`src/vpc_params.svh`:
```
// constants of the video pre-amp control register bank
`ifndef VPC_PARAMS_SVH
`define VPC_PARAMS_SVH

// register indices
`define VPC_ADDR_DAC3 8'h06
`define VPC_ADDR_PIN_SELECT_A 8'h07
`define VPC_ADDR_OFS 8'h08
`define VPC_ADDR_GCTL 8'h09
`define VPC_ADDR_AUTO_INCREMENT_DISABLE 8'h0a
`define VPC_ADDR_CBO 8'h0b
`define VPC_ADDR_SOFT_RESET_TRIGGER 8'h0f

// reset values
`define VPC_RST_DAC3 8'h80
`define VPC_RST_PIN_SELECT_A 8'h80
`define VPC_RST_OFS 8'h15
`define VPC_RST_GCTL 8'h00
`define VPC_RST_AUTO_INCREMENT_DISABLE 8'h00
`define VPC_RST_CBO 8'h04
`define VPC_RST_SOFT_RESET_TRIGGER 8'h00

// storable bits per register, reserved bits read zero
`define VPC_MASK_OFS 8'h1f
`define VPC_MASK_GCTL 8'h3f
`define VPC_MASK_AUTO_INCREMENT_DISABLE 8'h03
`define VPC_MASK_CBO 8'h0f
`define VPC_SOFT_RESET_TRIGGER_BIT 0

// bus slave address, write 0xdc and read 0xdd
`define VPC_SLAVE_ADDR 7'h6e
`define VPC_BITS_PER_BYTE 4'h8

`endif

```
`src/vpc_pkg.sv`:
```
// types of the video pre-amp control register bank
package vpc_pkg;

  typedef struct packed {
    logic [2:0] rsv;
    logic [1:0] overlay_contrast_level;
    logic [2:0] black_shift_level;
  } vpc_ofs_t;

  typedef struct packed {
    logic [1:0] rsv;
    logic must_zero_hi;
    logic pin_select_a_mix_enable;
    logic dac_half_range;
    logic must_zero_lo;
    logic sleep_request;
    logic video_blank;
  } vpc_gctl_t;

  typedef struct packed {
    logic [5:0] rsv;
    logic must_zero;
    logic auto_increment_disable;
  } vpc_auto_increment_disable_t;

  typedef struct packed {
    logic [3:0] rsv;
    logic clamp_polarity;
    logic pin_select_a;
    logic vblank_enable;
    logic overlay_only;
  } vpc_cbo_t;

  // one-cycle events from the serial slave
  typedef struct packed {
    logic index_wr;
    logic data_wr;
    logic rd_advance;
    logic [7:0] data;
  } vpc_bus_ev_t;

  // controls applied to the analog side
  typedef struct packed {
    logic [7:0] third_dac_level;
    logic [7:0] fourth_dac_level;
    logic [2:0] black_shift_level;
    logic [1:0] overlay_contrast_level;
    logic sleep_request;
    logic dac_half_range;
    logic pin_select_a_mix_enable;
    logic pin_select_a;
    logic clamp_polarity;
    logic overlay_only;
  } vpc_ctl_t;

  typedef enum logic [2:0] {
    VPC_IDLE = 3'b000,
    VPC_ADDR = 3'b001,
    VPC_AACK = 3'b010,
    VPC_WDATA = 3'b011,
    VPC_WACK = 3'b100,
    VPC_RDATA = 3'b101,
    VPC_RACK = 3'b110
  } vpc_state_t;

endpackage

```
`src/vpc_i2c_slave.sv`:
```
// serial two-wire slave that turns bus traffic into byte events
`timescale 1ns/1ps
`include "vpc_params.svh"

module vpc_i2c_slave
(
  input wire logic core_clk,
  input wire logic rst_b,
  input wire logic scl_in,
  input wire logic sda_in,
  output logic sda_out,
  output logic sda_oe,
  input wire logic [7:0] rd_byte,
  output vpc_pkg::vpc_bus_ev_t bus_ev
);

  vpc_pkg::vpc_state_t state_reg, state_next;
  logic scl_reg, scl_next, sda_reg, sda_next;
  logic [7:0] sh_reg, sh_next;
  logic [3:0] cnt_reg, cnt_next;
  logic rw_reg, rw_next, first_reg, first_next, ackd_reg, ackd_next, oe_reg, oe_next;
  vpc_pkg::vpc_bus_ev_t ev_reg, ev_next;
  logic rise, fall, start, stop;

  // line conditions; start and stop are sda moves while scl stays high
  assign rise = scl_in && !scl_reg;
  assign fall = !scl_in && scl_reg;
  assign start = scl_in && scl_reg && sda_reg && !sda_in;
  assign stop = scl_in && scl_reg && !sda_reg && sda_in;

  // byte engine; data changes on the falling edge and is sampled on the rising one
  always_comb
  begin
    state_next = state_reg;
    scl_next = scl_in;
    sda_next = sda_in;
    sh_next = sh_reg;
    cnt_next = cnt_reg;
    rw_next = rw_reg;
    first_next = first_reg;
    ackd_next = ackd_reg;
    oe_next = oe_reg;
    ev_next = '0;
    ev_next.data = ev_reg.data;
    if (start)
    begin
      state_next = vpc_pkg::VPC_ADDR;
      cnt_next = 4'h0;
      oe_next = 1'b0;
    end
    else if (stop)
    begin
      state_next = vpc_pkg::VPC_IDLE;
      oe_next = 1'b0;
    end
    else
    begin
      unique case (state_reg)
        vpc_pkg::VPC_IDLE: ;
        vpc_pkg::VPC_ADDR, vpc_pkg::VPC_WDATA:
        begin
          if (rise)
          begin
            sh_next = {sh_reg[6:0], sda_in};
            cnt_next = cnt_reg + 4'h1;
          end
          else if (fall && cnt_reg == `VPC_BITS_PER_BYTE)
          begin
            if (state_reg == vpc_pkg::VPC_ADDR)
            begin
              // only our own address is acknowledged
              state_next = (sh_reg[7:1] == `VPC_SLAVE_ADDR) ? vpc_pkg::VPC_AACK : vpc_pkg::VPC_IDLE;
              oe_next = (sh_reg[7:1] == `VPC_SLAVE_ADDR);
              rw_next = sh_reg[0];
            end
            else
            begin
              state_next = vpc_pkg::VPC_WACK;
              oe_next = 1'b1;
              ev_next.index_wr = first_reg;
              ev_next.data_wr = !first_reg;
              ev_next.data = sh_reg;
              first_next = 1'b0;
            end
          end
        end
        vpc_pkg::VPC_AACK, vpc_pkg::VPC_WACK:
        begin
          if (fall)
          begin
            cnt_next = 4'h0;
            if (state_reg == vpc_pkg::VPC_AACK && rw_reg)
            begin
              state_next = vpc_pkg::VPC_RDATA;
              sh_next = rd_byte;
              oe_next = !rd_byte[7];
            end
            else
            begin
              state_next = vpc_pkg::VPC_WDATA;
              oe_next = 1'b0;
              first_next = (state_reg == vpc_pkg::VPC_AACK) ? 1'b1 : first_reg;
            end
          end
        end
        vpc_pkg::VPC_RDATA:
        begin
          if (fall)
          begin
            cnt_next = cnt_reg + 4'h1;
            sh_next = {sh_reg[6:0], 1'b0};
            oe_next = (cnt_reg == 4'h7) ? 1'b0 : !sh_reg[6];
            state_next = (cnt_reg == 4'h7) ? vpc_pkg::VPC_RACK : vpc_pkg::VPC_RDATA;
          end
        end
        vpc_pkg::VPC_RACK:
        begin
          if (rise)
          begin
            ackd_next = !sda_in;
            ev_next.rd_advance = !sda_in;
          end
          else if (fall)
          begin
            cnt_next = 4'h0;
            state_next = ackd_reg ? vpc_pkg::VPC_RDATA : vpc_pkg::VPC_IDLE;
            sh_next = rd_byte;
            oe_next = ackd_reg && !rd_byte[7];
          end
        end
        default:
        begin
          state_next = vpc_pkg::VPC_IDLE;
          oe_next = 1'b0;
        end
      endcase
    end
  end

  // registers of the byte engine
  always_ff @(posedge core_clk or negedge rst_b)
  begin
    if (!rst_b)
    begin
      state_reg <= vpc_pkg::VPC_IDLE;
      scl_reg <= 1'b1;
      sda_reg <= 1'b1;
      sh_reg <= 8'h00;
      cnt_reg <= 4'h0;
      rw_reg <= 1'b0;
      first_reg <= 1'b0;
      ackd_reg <= 1'b0;
      oe_reg <= 1'b0;
      ev_reg <= '0;
    end
    else
    begin
      state_reg <= state_next;
      scl_reg <= scl_next;
      sda_reg <= sda_next;
      sh_reg <= sh_next;
      cnt_reg <= cnt_next;
      rw_reg <= rw_next;
      first_reg <= first_next;
      ackd_reg <= ackd_next;
      oe_reg <= oe_next;
      ev_reg <= ev_next;
    end
  end

  assign sda_out = 1'b0; // open drain: only ever pulls low
  assign sda_oe = oe_reg;
  assign bus_ev = ev_reg;
endmodule

```
`src/vpc_regs.sv`:
```
// video pre-amp control register bank behind the serial slave
`timescale 1ns/1ps
`include "vpc_params.svh"

module vpc_regs
(
  input wire logic core_clk,
  input wire logic rst_b,
  input wire logic scl_in,
  input wire logic sda_in,
  output logic sda_out,
  output logic sda_oe,
  input wire logic hblank_in,
  input wire logic vblank_pin_in,
  input wire logic sandcastle_vblank_in,
  output vpc_pkg::vpc_ctl_t ctl,
  output logic video_blank_out
);

  // ****************************************************************
  // storage
  // ****************************************************************
  logic [7:0] idx_reg, idx_next;
  logic [7:0] dac3_reg, dac3_next, pin_select_a_reg, pin_select_a_next;
  vpc_pkg::vpc_ofs_t ofs_reg, ofs_next;
  vpc_pkg::vpc_gctl_t gctl_reg, gctl_next;
  vpc_pkg::vpc_auto_increment_disable_t auto_increment_disable_reg, auto_increment_disable_next;
  vpc_pkg::vpc_cbo_t cbo_reg, cbo_next;
  logic soft_reset_trigger_reg, soft_reset_trigger_next;
  vpc_pkg::vpc_ctl_t ctl_reg, ctl_next;
  logic blank_reg, blank_next;
  vpc_pkg::vpc_bus_ev_t bus_ev;
  logic [7:0] rd_byte;
  logic vblank_active, step_idx;

  // ****************************************************************
  // serial slave
  // ****************************************************************
  vpc_i2c_slave u_slave
  (
    .core_clk(core_clk),
    .rst_b(rst_b),
    .scl_in(scl_in),
    .sda_in(sda_in),
    .sda_out(sda_out),
    .sda_oe(sda_oe),
    .rd_byte(rd_byte),
    .bus_ev(bus_ev)
  );

  // vertical blank source: sandcastle while the dac pin is an output, else the pin
  assign vblank_active = cbo_reg.pin_select_a ? sandcastle_vblank_in : vblank_pin_in;
  assign step_idx = (bus_ev.data_wr || bus_ev.rd_advance) && !auto_increment_disable_reg.auto_increment_disable;

  // read data for the current index; holes and reserved bits read zero
  always_comb
  begin
    rd_byte = 8'h00;
    unique case (idx_reg)
      `VPC_ADDR_DAC3: rd_byte = dac3_reg;
      `VPC_ADDR_PIN_SELECT_A: rd_byte = pin_select_a_reg;
      `VPC_ADDR_OFS: rd_byte = ofs_reg;
      `VPC_ADDR_GCTL: rd_byte = gctl_reg;
      `VPC_ADDR_AUTO_INCREMENT_DISABLE: rd_byte = auto_increment_disable_reg;
      `VPC_ADDR_CBO: rd_byte = cbo_reg;
      `VPC_ADDR_SOFT_RESET_TRIGGER: rd_byte = {7'h00, soft_reset_trigger_reg};
      default: rd_byte = 8'h00;
    endcase
  end

  // ****************************************************************
  // register writes, index and software reset
  // ****************************************************************
  always_comb
  begin
    idx_next = idx_reg;
    dac3_next = dac3_reg;
    pin_select_a_next = pin_select_a_reg;
    ofs_next = ofs_reg;
    gctl_next = gctl_reg;
    auto_increment_disable_next = auto_increment_disable_reg;
    cbo_next = cbo_reg;
    soft_reset_trigger_next = soft_reset_trigger_reg;
    // the index belongs to the bus transfer and survives a software reset
    if (bus_ev.index_wr)
    begin
      idx_next = bus_ev.data;
    end
    else if (step_idx)
    begin
      idx_next = idx_reg + 8'h01;
    end
    if (soft_reset_trigger_reg)
    begin
      // one cycle of reload, then the trigger drops by itself
      dac3_next = `VPC_RST_DAC3;
      pin_select_a_next = `VPC_RST_PIN_SELECT_A;
      ofs_next = vpc_pkg::vpc_ofs_t'(`VPC_RST_OFS);
      gctl_next = vpc_pkg::vpc_gctl_t'(`VPC_RST_GCTL);
      auto_increment_disable_next = vpc_pkg::vpc_auto_increment_disable_t'(`VPC_RST_AUTO_INCREMENT_DISABLE);
      cbo_next = vpc_pkg::vpc_cbo_t'(`VPC_RST_CBO);
      soft_reset_trigger_next = 1'b0;
    end
    else if (bus_ev.data_wr)
    begin
      unique case (idx_reg)
        `VPC_ADDR_DAC3: dac3_next = bus_ev.data;
        `VPC_ADDR_PIN_SELECT_A: pin_select_a_next = bus_ev.data;
        `VPC_ADDR_OFS: ofs_next = vpc_pkg::vpc_ofs_t'(bus_ev.data & `VPC_MASK_OFS);
        `VPC_ADDR_GCTL: gctl_next = vpc_pkg::vpc_gctl_t'(bus_ev.data & `VPC_MASK_GCTL);
        `VPC_ADDR_AUTO_INCREMENT_DISABLE: auto_increment_disable_next = vpc_pkg::vpc_auto_increment_disable_t'(bus_ev.data & `VPC_MASK_AUTO_INCREMENT_DISABLE);
        `VPC_ADDR_CBO: cbo_next = vpc_pkg::vpc_cbo_t'(bus_ev.data & `VPC_MASK_CBO);
        `VPC_ADDR_SOFT_RESET_TRIGGER: soft_reset_trigger_next = bus_ev.data[`VPC_SOFT_RESET_TRIGGER_BIT];
        default: ;
      endcase
    end
  end

  // register file flops
  always_ff @(posedge core_clk or negedge rst_b)
  begin
    if (!rst_b)
    begin
      idx_reg <= 8'h00;
      dac3_reg <= `VPC_RST_DAC3;
      pin_select_a_reg <= `VPC_RST_PIN_SELECT_A;
      ofs_reg <= vpc_pkg::vpc_ofs_t'(`VPC_RST_OFS);
      gctl_reg <= vpc_pkg::vpc_gctl_t'(`VPC_RST_GCTL);
      auto_increment_disable_reg <= vpc_pkg::vpc_auto_increment_disable_t'(`VPC_RST_AUTO_INCREMENT_DISABLE);
      cbo_reg <= vpc_pkg::vpc_cbo_t'(`VPC_RST_CBO);
      soft_reset_trigger_reg <= 1'b0;
    end
    else
    begin
      idx_reg <= idx_next;
      dac3_reg <= dac3_next;
      pin_select_a_reg <= pin_select_a_next;
      ofs_reg <= ofs_next;
      gctl_reg <= gctl_next;
      auto_increment_disable_reg <= auto_increment_disable_next;
      cbo_reg <= cbo_next;
      soft_reset_trigger_reg <= soft_reset_trigger_next;
    end
  end

  // ****************************************************************
  // applied controls and output blanking
  // ****************************************************************
  // contrast and fourth dac wait for retrace while vblank_enable is set; a software reset applies them at once
  always_comb
  begin
    ctl_next = ctl_reg;
    ctl_next.third_dac_level = dac3_reg;
    ctl_next.black_shift_level = ofs_reg.black_shift_level;
    ctl_next.sleep_request = gctl_reg.sleep_request;
    ctl_next.dac_half_range = gctl_reg.dac_half_range;
    ctl_next.pin_select_a_mix_enable = gctl_reg.pin_select_a_mix_enable;
    ctl_next.pin_select_a = cbo_reg.pin_select_a;
    ctl_next.clamp_polarity = cbo_reg.clamp_polarity;
    ctl_next.overlay_only = cbo_reg.overlay_only;
    if (soft_reset_trigger_reg || !cbo_reg.vblank_enable || vblank_active)
    begin
      ctl_next.fourth_dac_level = pin_select_a_reg;
      ctl_next.overlay_contrast_level = ofs_reg.overlay_contrast_level;
    end
    blank_next = gctl_reg.video_blank || cbo_reg.overlay_only || hblank_in
      || (cbo_reg.vblank_enable && vblank_active);
  end

  // output flops
  always_ff @(posedge core_clk or negedge rst_b)
  begin
    if (!rst_b)
    begin
      ctl_reg <= '0;
      blank_reg <= 1'b0;
    end
    else
    begin
      ctl_reg <= ctl_next;
      blank_reg <= blank_next;
    end
  end

  assign ctl = ctl_reg;
  assign video_blank_out = blank_reg;
endmodule

```
`config.mk`:
```
export PLATFORM = sky130hd
export DESIGN_NAME = vpc_regs
export DESIGN_NICKNAME = d
export VERILOG_FILES = /design/src/vpc_pkg.sv /design/src/vpc_i2c_slave.sv /design/src/vpc_regs.sv
export VERILOG_INCLUDE_DIRS = /design/src /design/src/src
export SDC_FILE = /design/constraint.sdc
export NUM_CORES = 1
export LEC_CHECK = 0
export ABC_AREA = 1
export BUFFER_PORTS_ARGS = -buffer_cell sky130_fd_sc_hd__buf_2
export CAP_MARGIN = 20
export CELL_PAD_IN_SITES_DETAIL_PLACEMENT = 2
export CELL_PAD_IN_SITES_GLOBAL_PLACEMENT = 2
export CORE_ASPECT_RATIO = 1.2
export CORE_UTILIZATION = 40
export DETAILED_ROUTE_END_ITERATION = 8
export GPL_TIMING_DRIVEN = 0
export PLACE_DENSITY_LB_ADDON = 0.08
export SKIP_CTS_REPAIR_TIMING = 1
export SYNTH_ARGS = -nofsm -noshare
export SYNTH_HDL_FRONTEND = slang
export SYNTH_SLANG_ARGS = --single-unit
export TNS_END_PERCENT = 50
```
`constraint.sdc`:
```
create_clock -name core_clk -period 4.8 [get_ports core_clk]
set_input_delay 0.48 -clock core_clk [delete_from_list [all_inputs] [get_ports core_clk]]
set_output_delay 0.48 -clock core_clk [all_outputs]
set_load 0.02 [all_outputs]
```
==> out/summary.txt, run 1 <==
status = finished, final reports clean
origin of the critical flop-to-flop path = idx_reg[0]$_DFFE_PN0P_
FF+latch count, synth = 102
via count = 3994
r2r worst-path depth = 7
Startpoint Class = flip-flop
TNS Setup = 0 ns
Yosys top cell area share = 49.5%
Post-Syn Instances = 538
Slew @ Worst Pin = 0.651 ns
WL per Instance = 20.9 µm
Max Cap Viol = 0
Post-DRT Antenna Nets = 0
gr ovfl total = 0
clock-pin slew on the worst setup and hold paths = 0.07 ns
top cell type by total area after synthesis = dfrtp_1
GPL Wtd Cong = 0.852
Rows = 43
Tot Pwr = 2130 µW
placed cell areas = 0.00515 mm²
DP HPWL = 11.3 mm
# H-tree levels = 3
Hold Crit Class = in2async
largest net degree at the start of global routing = 74
VDD IR-drop max = 156 µV
Ant. Diodes = 0
CTS tree = yes
Crit path required time = 5.03 ns
Mean Syn Cell Area = 8.83 µm²
peak fanout along the critical path = 10
Residual DRC = 0
Final setup viols = 0
final setup skew = 0.00898 ns
chip width = 101 µm
Final Hold Viols = 0
clock tree buffer depth = 2
total CTS buffers = 9
met1 global-route usage = 30.6%
top cells by area, synth = dfrtp_1, nand2_1, nand3_1
Crit Reg-Reg Endpoint = pin_select_a_reg[4]$_DFFE_PN0P_
final wirelength = 15.6 mm
sequential-to-total area share from yosys stat = 53.9%
met3 Track Usage GR = 4.90%
Syn Std Cell Area = 0.00475 mm²
Max-slew headroom = 56.6%
Area growth syn-to-layout = 14.9%
Final Cell Area = 0.00546 mm²
Buffers on Ports = 35
fin worst setup slack = 2.71 ns
Setup CP Type = reg2reg
minimum clock period = 2.09 ns
IO Count = 37
1st-iter DRT viols = 113
Clock Tree Root = clkbuf_16
initial antenna violation count = 0
endpoint class of the critical path = flip-flop
footprint of the multi-input gates = 0.00193 mm²
Via density = 5.35
Clk Latency, worst-skew pair = 0.36 ns
Max Freq = 478 MHz
layer with the highest usage = met2
Die Footprint = 0.0123 mm²
RSZ-0062 raised after global routing = no
R2R Setup Slk = 2.71 ns
P_leak = 0.00268 µW
CP arrival = 2.33 ns
Pre-antenna DRT Iters = 4
register area = 0.00256 mm²
nets = 598
Starting Density = 41.1%
pwr/cell area = 390 mW/mm²
vias in the first global route = 4555
Core Footprint = 0.0116 mm²
layout cells sized above 1 = 19.3%
GRT met2 Usage = 52.5%
die height = 121 µm
clk sinks = 102
Netlist cell types = 39
Synth warnings = 0
dpl ws = 2.70 ns
final number of max-transition violations = 0
Largest register FFs = 27
global-route wire length before repair = 25.2 mm
syn nets = 551
final worst-path cycle share = 43.6%
Fill cells = 1291
gr usage total = 28.0%
logic make-up (layout without fill, tap and decap cells):
kind of cell | after synthesis | after routing | share of synthesized area, %
compound gates | 80 | 80 | 9.53
xor+xnor | 7 | 7 | 1.29
fa+ha+maj | 6 | 6 | 1.58
buf+inv | 61 | 113 | 5.45
flops | 102 | 102 | 53.9
mux | 11 | 11 | 2.58
other cells | 1 | 1 | 0.0789
simple gates | 270 | 270 | 25.5
worst max path at each step:
stage / startpoint / end / slack (ns) / cells past startpoint
floorplan: scl_in / u_slave.bus_ev[3]$_DFFE_PN0P_ / 3.26 / 7
global placement: rst_b / u_slave.cnt_reg[2]$_DFFE_PN0P_ / 2.14 / 1
detailed placement: idx_reg[0]$_DFFE_PN0P_ / pin_select_a_reg[4]$_DFFE_PN0P_ / 2.70 / 7
CTS: idx_reg[0]$_DFFE_PN0P_ / pin_select_a_reg[3]$_DFFE_PN0P_ / 2.63 / 7
global route: idx_reg[0]$_DFFE_PN0P_ / pin_select_a_reg[3]$_DFFE_PN0P_ / 2.49 / 6
finish: idx_reg[0]$_DFFE_PN0P_ / pin_select_a_reg[4]$_DFFE_PN0P_ / 2.71 / 7
power by group:
group	switching [µW]	internal, µW
clock network	357	411
registers	57.1	923
logic	244	136
critical path, cell delays in order, from the launching register on:
cell,delay [ns]
dfrtp_1,0.40
ha_1,0.26
nand3_1,0.14
nor2_2,0.40
nand2_1,0.27
buf_2,0.27
nand3_1,0.11
o21ai_0,0.10
through the flow:
stage	hold slack, ns	util [%]	std cells
6_report	0.0661	47.2	747
5_1_grt	0.0875	47.2	747
4_1_cts	0.0758	47.2	747
3_5_place_dp	0.375	44.5	731
3_3_place_gp	0.361	44.3	730
2_1_floorplan	0.184	-	538
cells in the mapped netlist, drive strengths merged:
cell,count
mux2,10
dfrtp,94
o21bai,3
buf,16
a21oi,20
nand4,5
conb,1
nor2,63
ha,6
nor3,11
o211ai,4
or2,5
xnor2,4
nand3,63
nor4b,1
dfstp,8
o221ai,2
a22o,1
clkbuf,1
inv,44
mux2i,1
nand3b,2
nand2,120
o21ai,50
xor2,3
per-layer routing:
| metal | part of all wire (%) | up-vias |
|---|---|---|
| met5 | 0 | - |
| met4 | 3.3 | 0 |
| met3 | 2.5 | 30 |
| met2 | 55 | 71 |
| met1 | 39 | 2034 |
| li1 | - | 1859 |
cells in the final DEF, fill, tap and decap left out, types with 2 or more instances in the layout:
master	Yosys	layout
nand4_1	5	5
a21oi_1	16	16
dfrtp_1	94	94
nor2_2	8	8
nor2_4	2	2
nand2_1	116	116
xnor2_1	4	4
nor3_1	11	11
or2_2	4	4
dfstp_2	8	8
xor2_1	3	3
o21ai_1	11	11
inv_2	3	3
o21bai_1	3	3
a21oi_2	4	4
nand3b_1	2	2
inv_1	41	41
o21ai_0	38	38
mux2_2	9	9
nand3_2	5	5
buf_2	9	43
buf_4	3	4
ha_1	6	6
nor2_1	53	53
buf_1	3	3
o211ai_1	3	3
clkinvlp_4	0	3
clkbuf_16	0	9
nand2_2	4	4
nand3_1	58	58
o221ai_1	2	2
layout make-up:
class / instances / share of cell area, %
multi-input cells: 375 / 35.3
plain buffers: 17 / 1.72
well taps: 157 / 3.60
clock inverters: 7 / 1.49
repair buffers: 36 / 3.76
flip-flops and latches: 102 / 46.9
inverters: 44 / 3.03
clock buffers: 9 / 4.13
No activity file was read; power rests on OpenSTA's default activity.
==> run 2: changes to the inputs <==
--- a/config.mk
+++ b/config.mk
@@ -12,7 +12,7 @@
 export CELL_PAD_IN_SITES_DETAIL_PLACEMENT = 2
 export CELL_PAD_IN_SITES_GLOBAL_PLACEMENT = 2
 export CORE_ASPECT_RATIO = 1.2
-export CORE_UTILIZATION = 40
+export CORE_UTILIZATION = 37
 export DETAILED_ROUTE_END_ITERATION = 8
 export GPL_TIMING_DRIVEN = 0
 export PLACE_DENSITY_LB_ADDON = 0.08
==> constraint.sdc (replaced) <==
create_clock -name core_clk -period 2 [get_ports core_clk]
set_input_delay 0.2 -clock core_clk [delete_from_list [all_inputs] [get_ports core_clk]]
set_output_delay 0.2 -clock core_clk [all_outputs]
set_load 0.02 [all_outputs]
==> out/summary.txt, run 2 (synthesis gave the netlist of run 1 again) <==
total CTS buffers = 9 (unchanged)
VDD IR-drop max = 435 µV (was 156 µV)
Rows = 45 (was 43)
CP arrival = 2.13 ns (was 2.33 ns)
Final Cell Area = 0.00554 mm² (was 0.00546 mm²)
DP HPWL = 10.7 mm (was 11.3 mm)
Tot Pwr = 4940 µW (was 2130 µW)
register area = 0.00256 mm² (unchanged)
Max Freq = 538 MHz (was 478 MHz)
Starting Density = 37.7% (was 41.1%)
commonest cells after routing, fill and taps aside = nand2_1, dfrtp_1, nand3_1 (unchanged)
IO Count = 37 (unchanged)
vias in the first global route = 4355 (was 4555)
origin of the critical flop-to-flop path = idx_reg[7]$_DFFE_PN0P_ (was idx_reg[0]$_DFFE_PN0P_)
Startpoint Class = flip-flop (unchanged)
Largest register FFs = 27 (unchanged)
Pre-antenna DRT Iters = 4 (unchanged)
Setup CP Type = reg2reg (unchanged)
WL per Instance = 18.6 µm (was 20.9 µm)
Crit path required time = 2.27 ns (was 5.03 ns)
fin util = 43.9% (was 47.2%)
footprint of the multi-input gates = 0.00194 mm² (was 0.00193 mm²)
Fill cells = 1446 (was 1291)
clock-pin slew on the worst setup and hold paths = 0.08 ns (was 0.07 ns)
pwr/cell area = 892 mW/mm² (was 390 mW/mm²)
Post-DRT Antenna Nets = 0 (unchanged)
Slew @ Worst Pin = 0.608 ns (was 0.651 ns)
most common cell after layout, fill and taps aside = nand2_1 (unchanged)
nets = 605 (was 598)
RSZ-0062 raised after global routing = yes (was no)
Hold Crit Class = in2reg (was in2async)
Max-slew headroom = 59.5% (was 56.6%)
final worst-path cycle share = 92.9% (was 43.6%)
Clock Tree Root = clkbuf_16 (unchanged)
via count = 3947 (was 3994)
die height = 126 µm (was 121 µm)
Clk Latency, worst-skew pair = 0.35 ns (was 0.36 ns)
global-route wire length before repair = 23.4 mm (was 25.2 mm)
Residual DRC = 0 (unchanged)
1st-iter DRT viols = 125 (was 113)
placed cell areas = 0.00516 mm² (was 0.00515 mm²)
status = finished, final reports clean (unchanged)
met1 global-route usage = 26.6% (was 30.6%)
Via density = 5.19 (was 5.35)
minimum clock period = 1.86 ns (was 2.09 ns)
GPL Wtd Cong = 0.831 (was 0.852)
gr ovfl total = 0 (unchanged)
GRT met2 Usage = 43.2% (was 52.5%)
Max Cap Viol = 0 (unchanged)
Ant. Diodes = 0 (unchanged)
Area growth syn-to-layout = 16.6% (was 14.9%)
layout cells sized above 1 = 19.8% (was 19.3%)
Hold Startpoint = hblank_in
Die Footprint = 0.0133 mm² (was 0.0123 mm²)
Final setup viols = 0 (unchanged)
initial antenna violation count = 0 (unchanged)
endpoint class of the critical path = flip-flop (unchanged)
peak fanout along the critical path = 10 (unchanged)
Buffers on Ports = 35 (unchanged)
final setup skew = 0.00952 ns (was 0.00898 ns)
CTS tree = yes (unchanged)
final number of max-transition violations = 0 (unchanged)
# H-tree levels = 3 (unchanged)
chip width = 105 µm (was 101 µm)
clk sinks = 102 (unchanged)
largest net degree at the start of global routing = 66 (was 74)
Core Footprint = 0.0126 mm² (was 0.0116 mm²)
gr usage total = 23.1% (was 28.0%)
met3 Track Usage GR = 2.69% (was 4.90%)
final wirelength = 14.1 mm (was 15.6 mm)
Worst Hold Margin = 0.0634 ns (was 0.0661 ns)
layer with the highest usage = met2 (unchanged)
P_leak = 0.00272 µW (was 0.00268 µW)
clock tree buffer depth = 2 (unchanged)
Final Hold Viols = 0 (unchanged)
CP startpoint = idx_reg[7]$_DFFE_PN0P_ (was idx_reg[0]$_DFFE_PN0P_)
-- run 2: cell count changes in the layout (fill, tap and decap cells not counted), sizes merged --
cell         previous run  this run
buf                    52        56
clkinv                  1         5
dlygate4sd3             0         3
clkinvlp                3         1
bufinv                  1         0
inv                    46        45
-- run 2: stage by stage --
stage / instances / TNS (ns) / setup WS (ns)
4_1_cts: 754 / -0.295 / -0.0768
5_1_grt: 761 / -0.130 / -0.0498
2_1_floorplan: 538 / 0 / 0.475
6_report: 761 / 0 / 0.141
3_5_place_dp: 738 / -0.242 / -0.0679
3_3_place_gp: 737 / -43.58 / -0.471
-- run 2: layer usage --
layer  wire (µm)  vias up
li1            -     1877
met1        5760     1989
met2        7660       62
met3         300       19
met4         400        0
met5           0        -
-- run 2: worst max-delay path, cell delays in order (launching register included) --
cell     delay, ns
dfrtp_1       0.41
nor2_1        0.13
nand2_1       0.15
buf_2         0.24
nor2_2        0.28
nand2_1       0.24
inv_1         0.14
nor2_1        0.05
o21ai_0       0.15
-- run 2: worst paths after layout --
path	to	cells after the start	slack, ns
min	video_blank_out$_DFF_PN0_	3	0.06
min reg2reg	ctl[5]$_DFF_PN0_	0	0.41
max	ofs_reg[4]$_DFFE_PN1P_	8	0.14
max reg2reg	ofs_reg[4]$_DFFE_PN1P_	8	0.14
max in group asynchronous	pin_select_a_reg[7]$_DFFE_PN1P_	3	0.89
min in group asynchronous	cbo_reg[0]$_DFFE_PN0P_	2	0.37
-- run 2: area by class of cell --
class	instances	share of cell area, %
flip-flops and latches	102	46.3
multi-input cells	375	35.0
repair buffers	43	5.24
clock buffers	9	4.07
well taps	164	3.70
inverters	44	2.98
plain buffers	17	1.69
clock inverters	7	1.06
-- run 2: where the power goes --
group	switching (µW)	internal, µW	total [µW]
Combinational	579	330	909
Sequential	130	2210	2340
Clock	828	860	1690
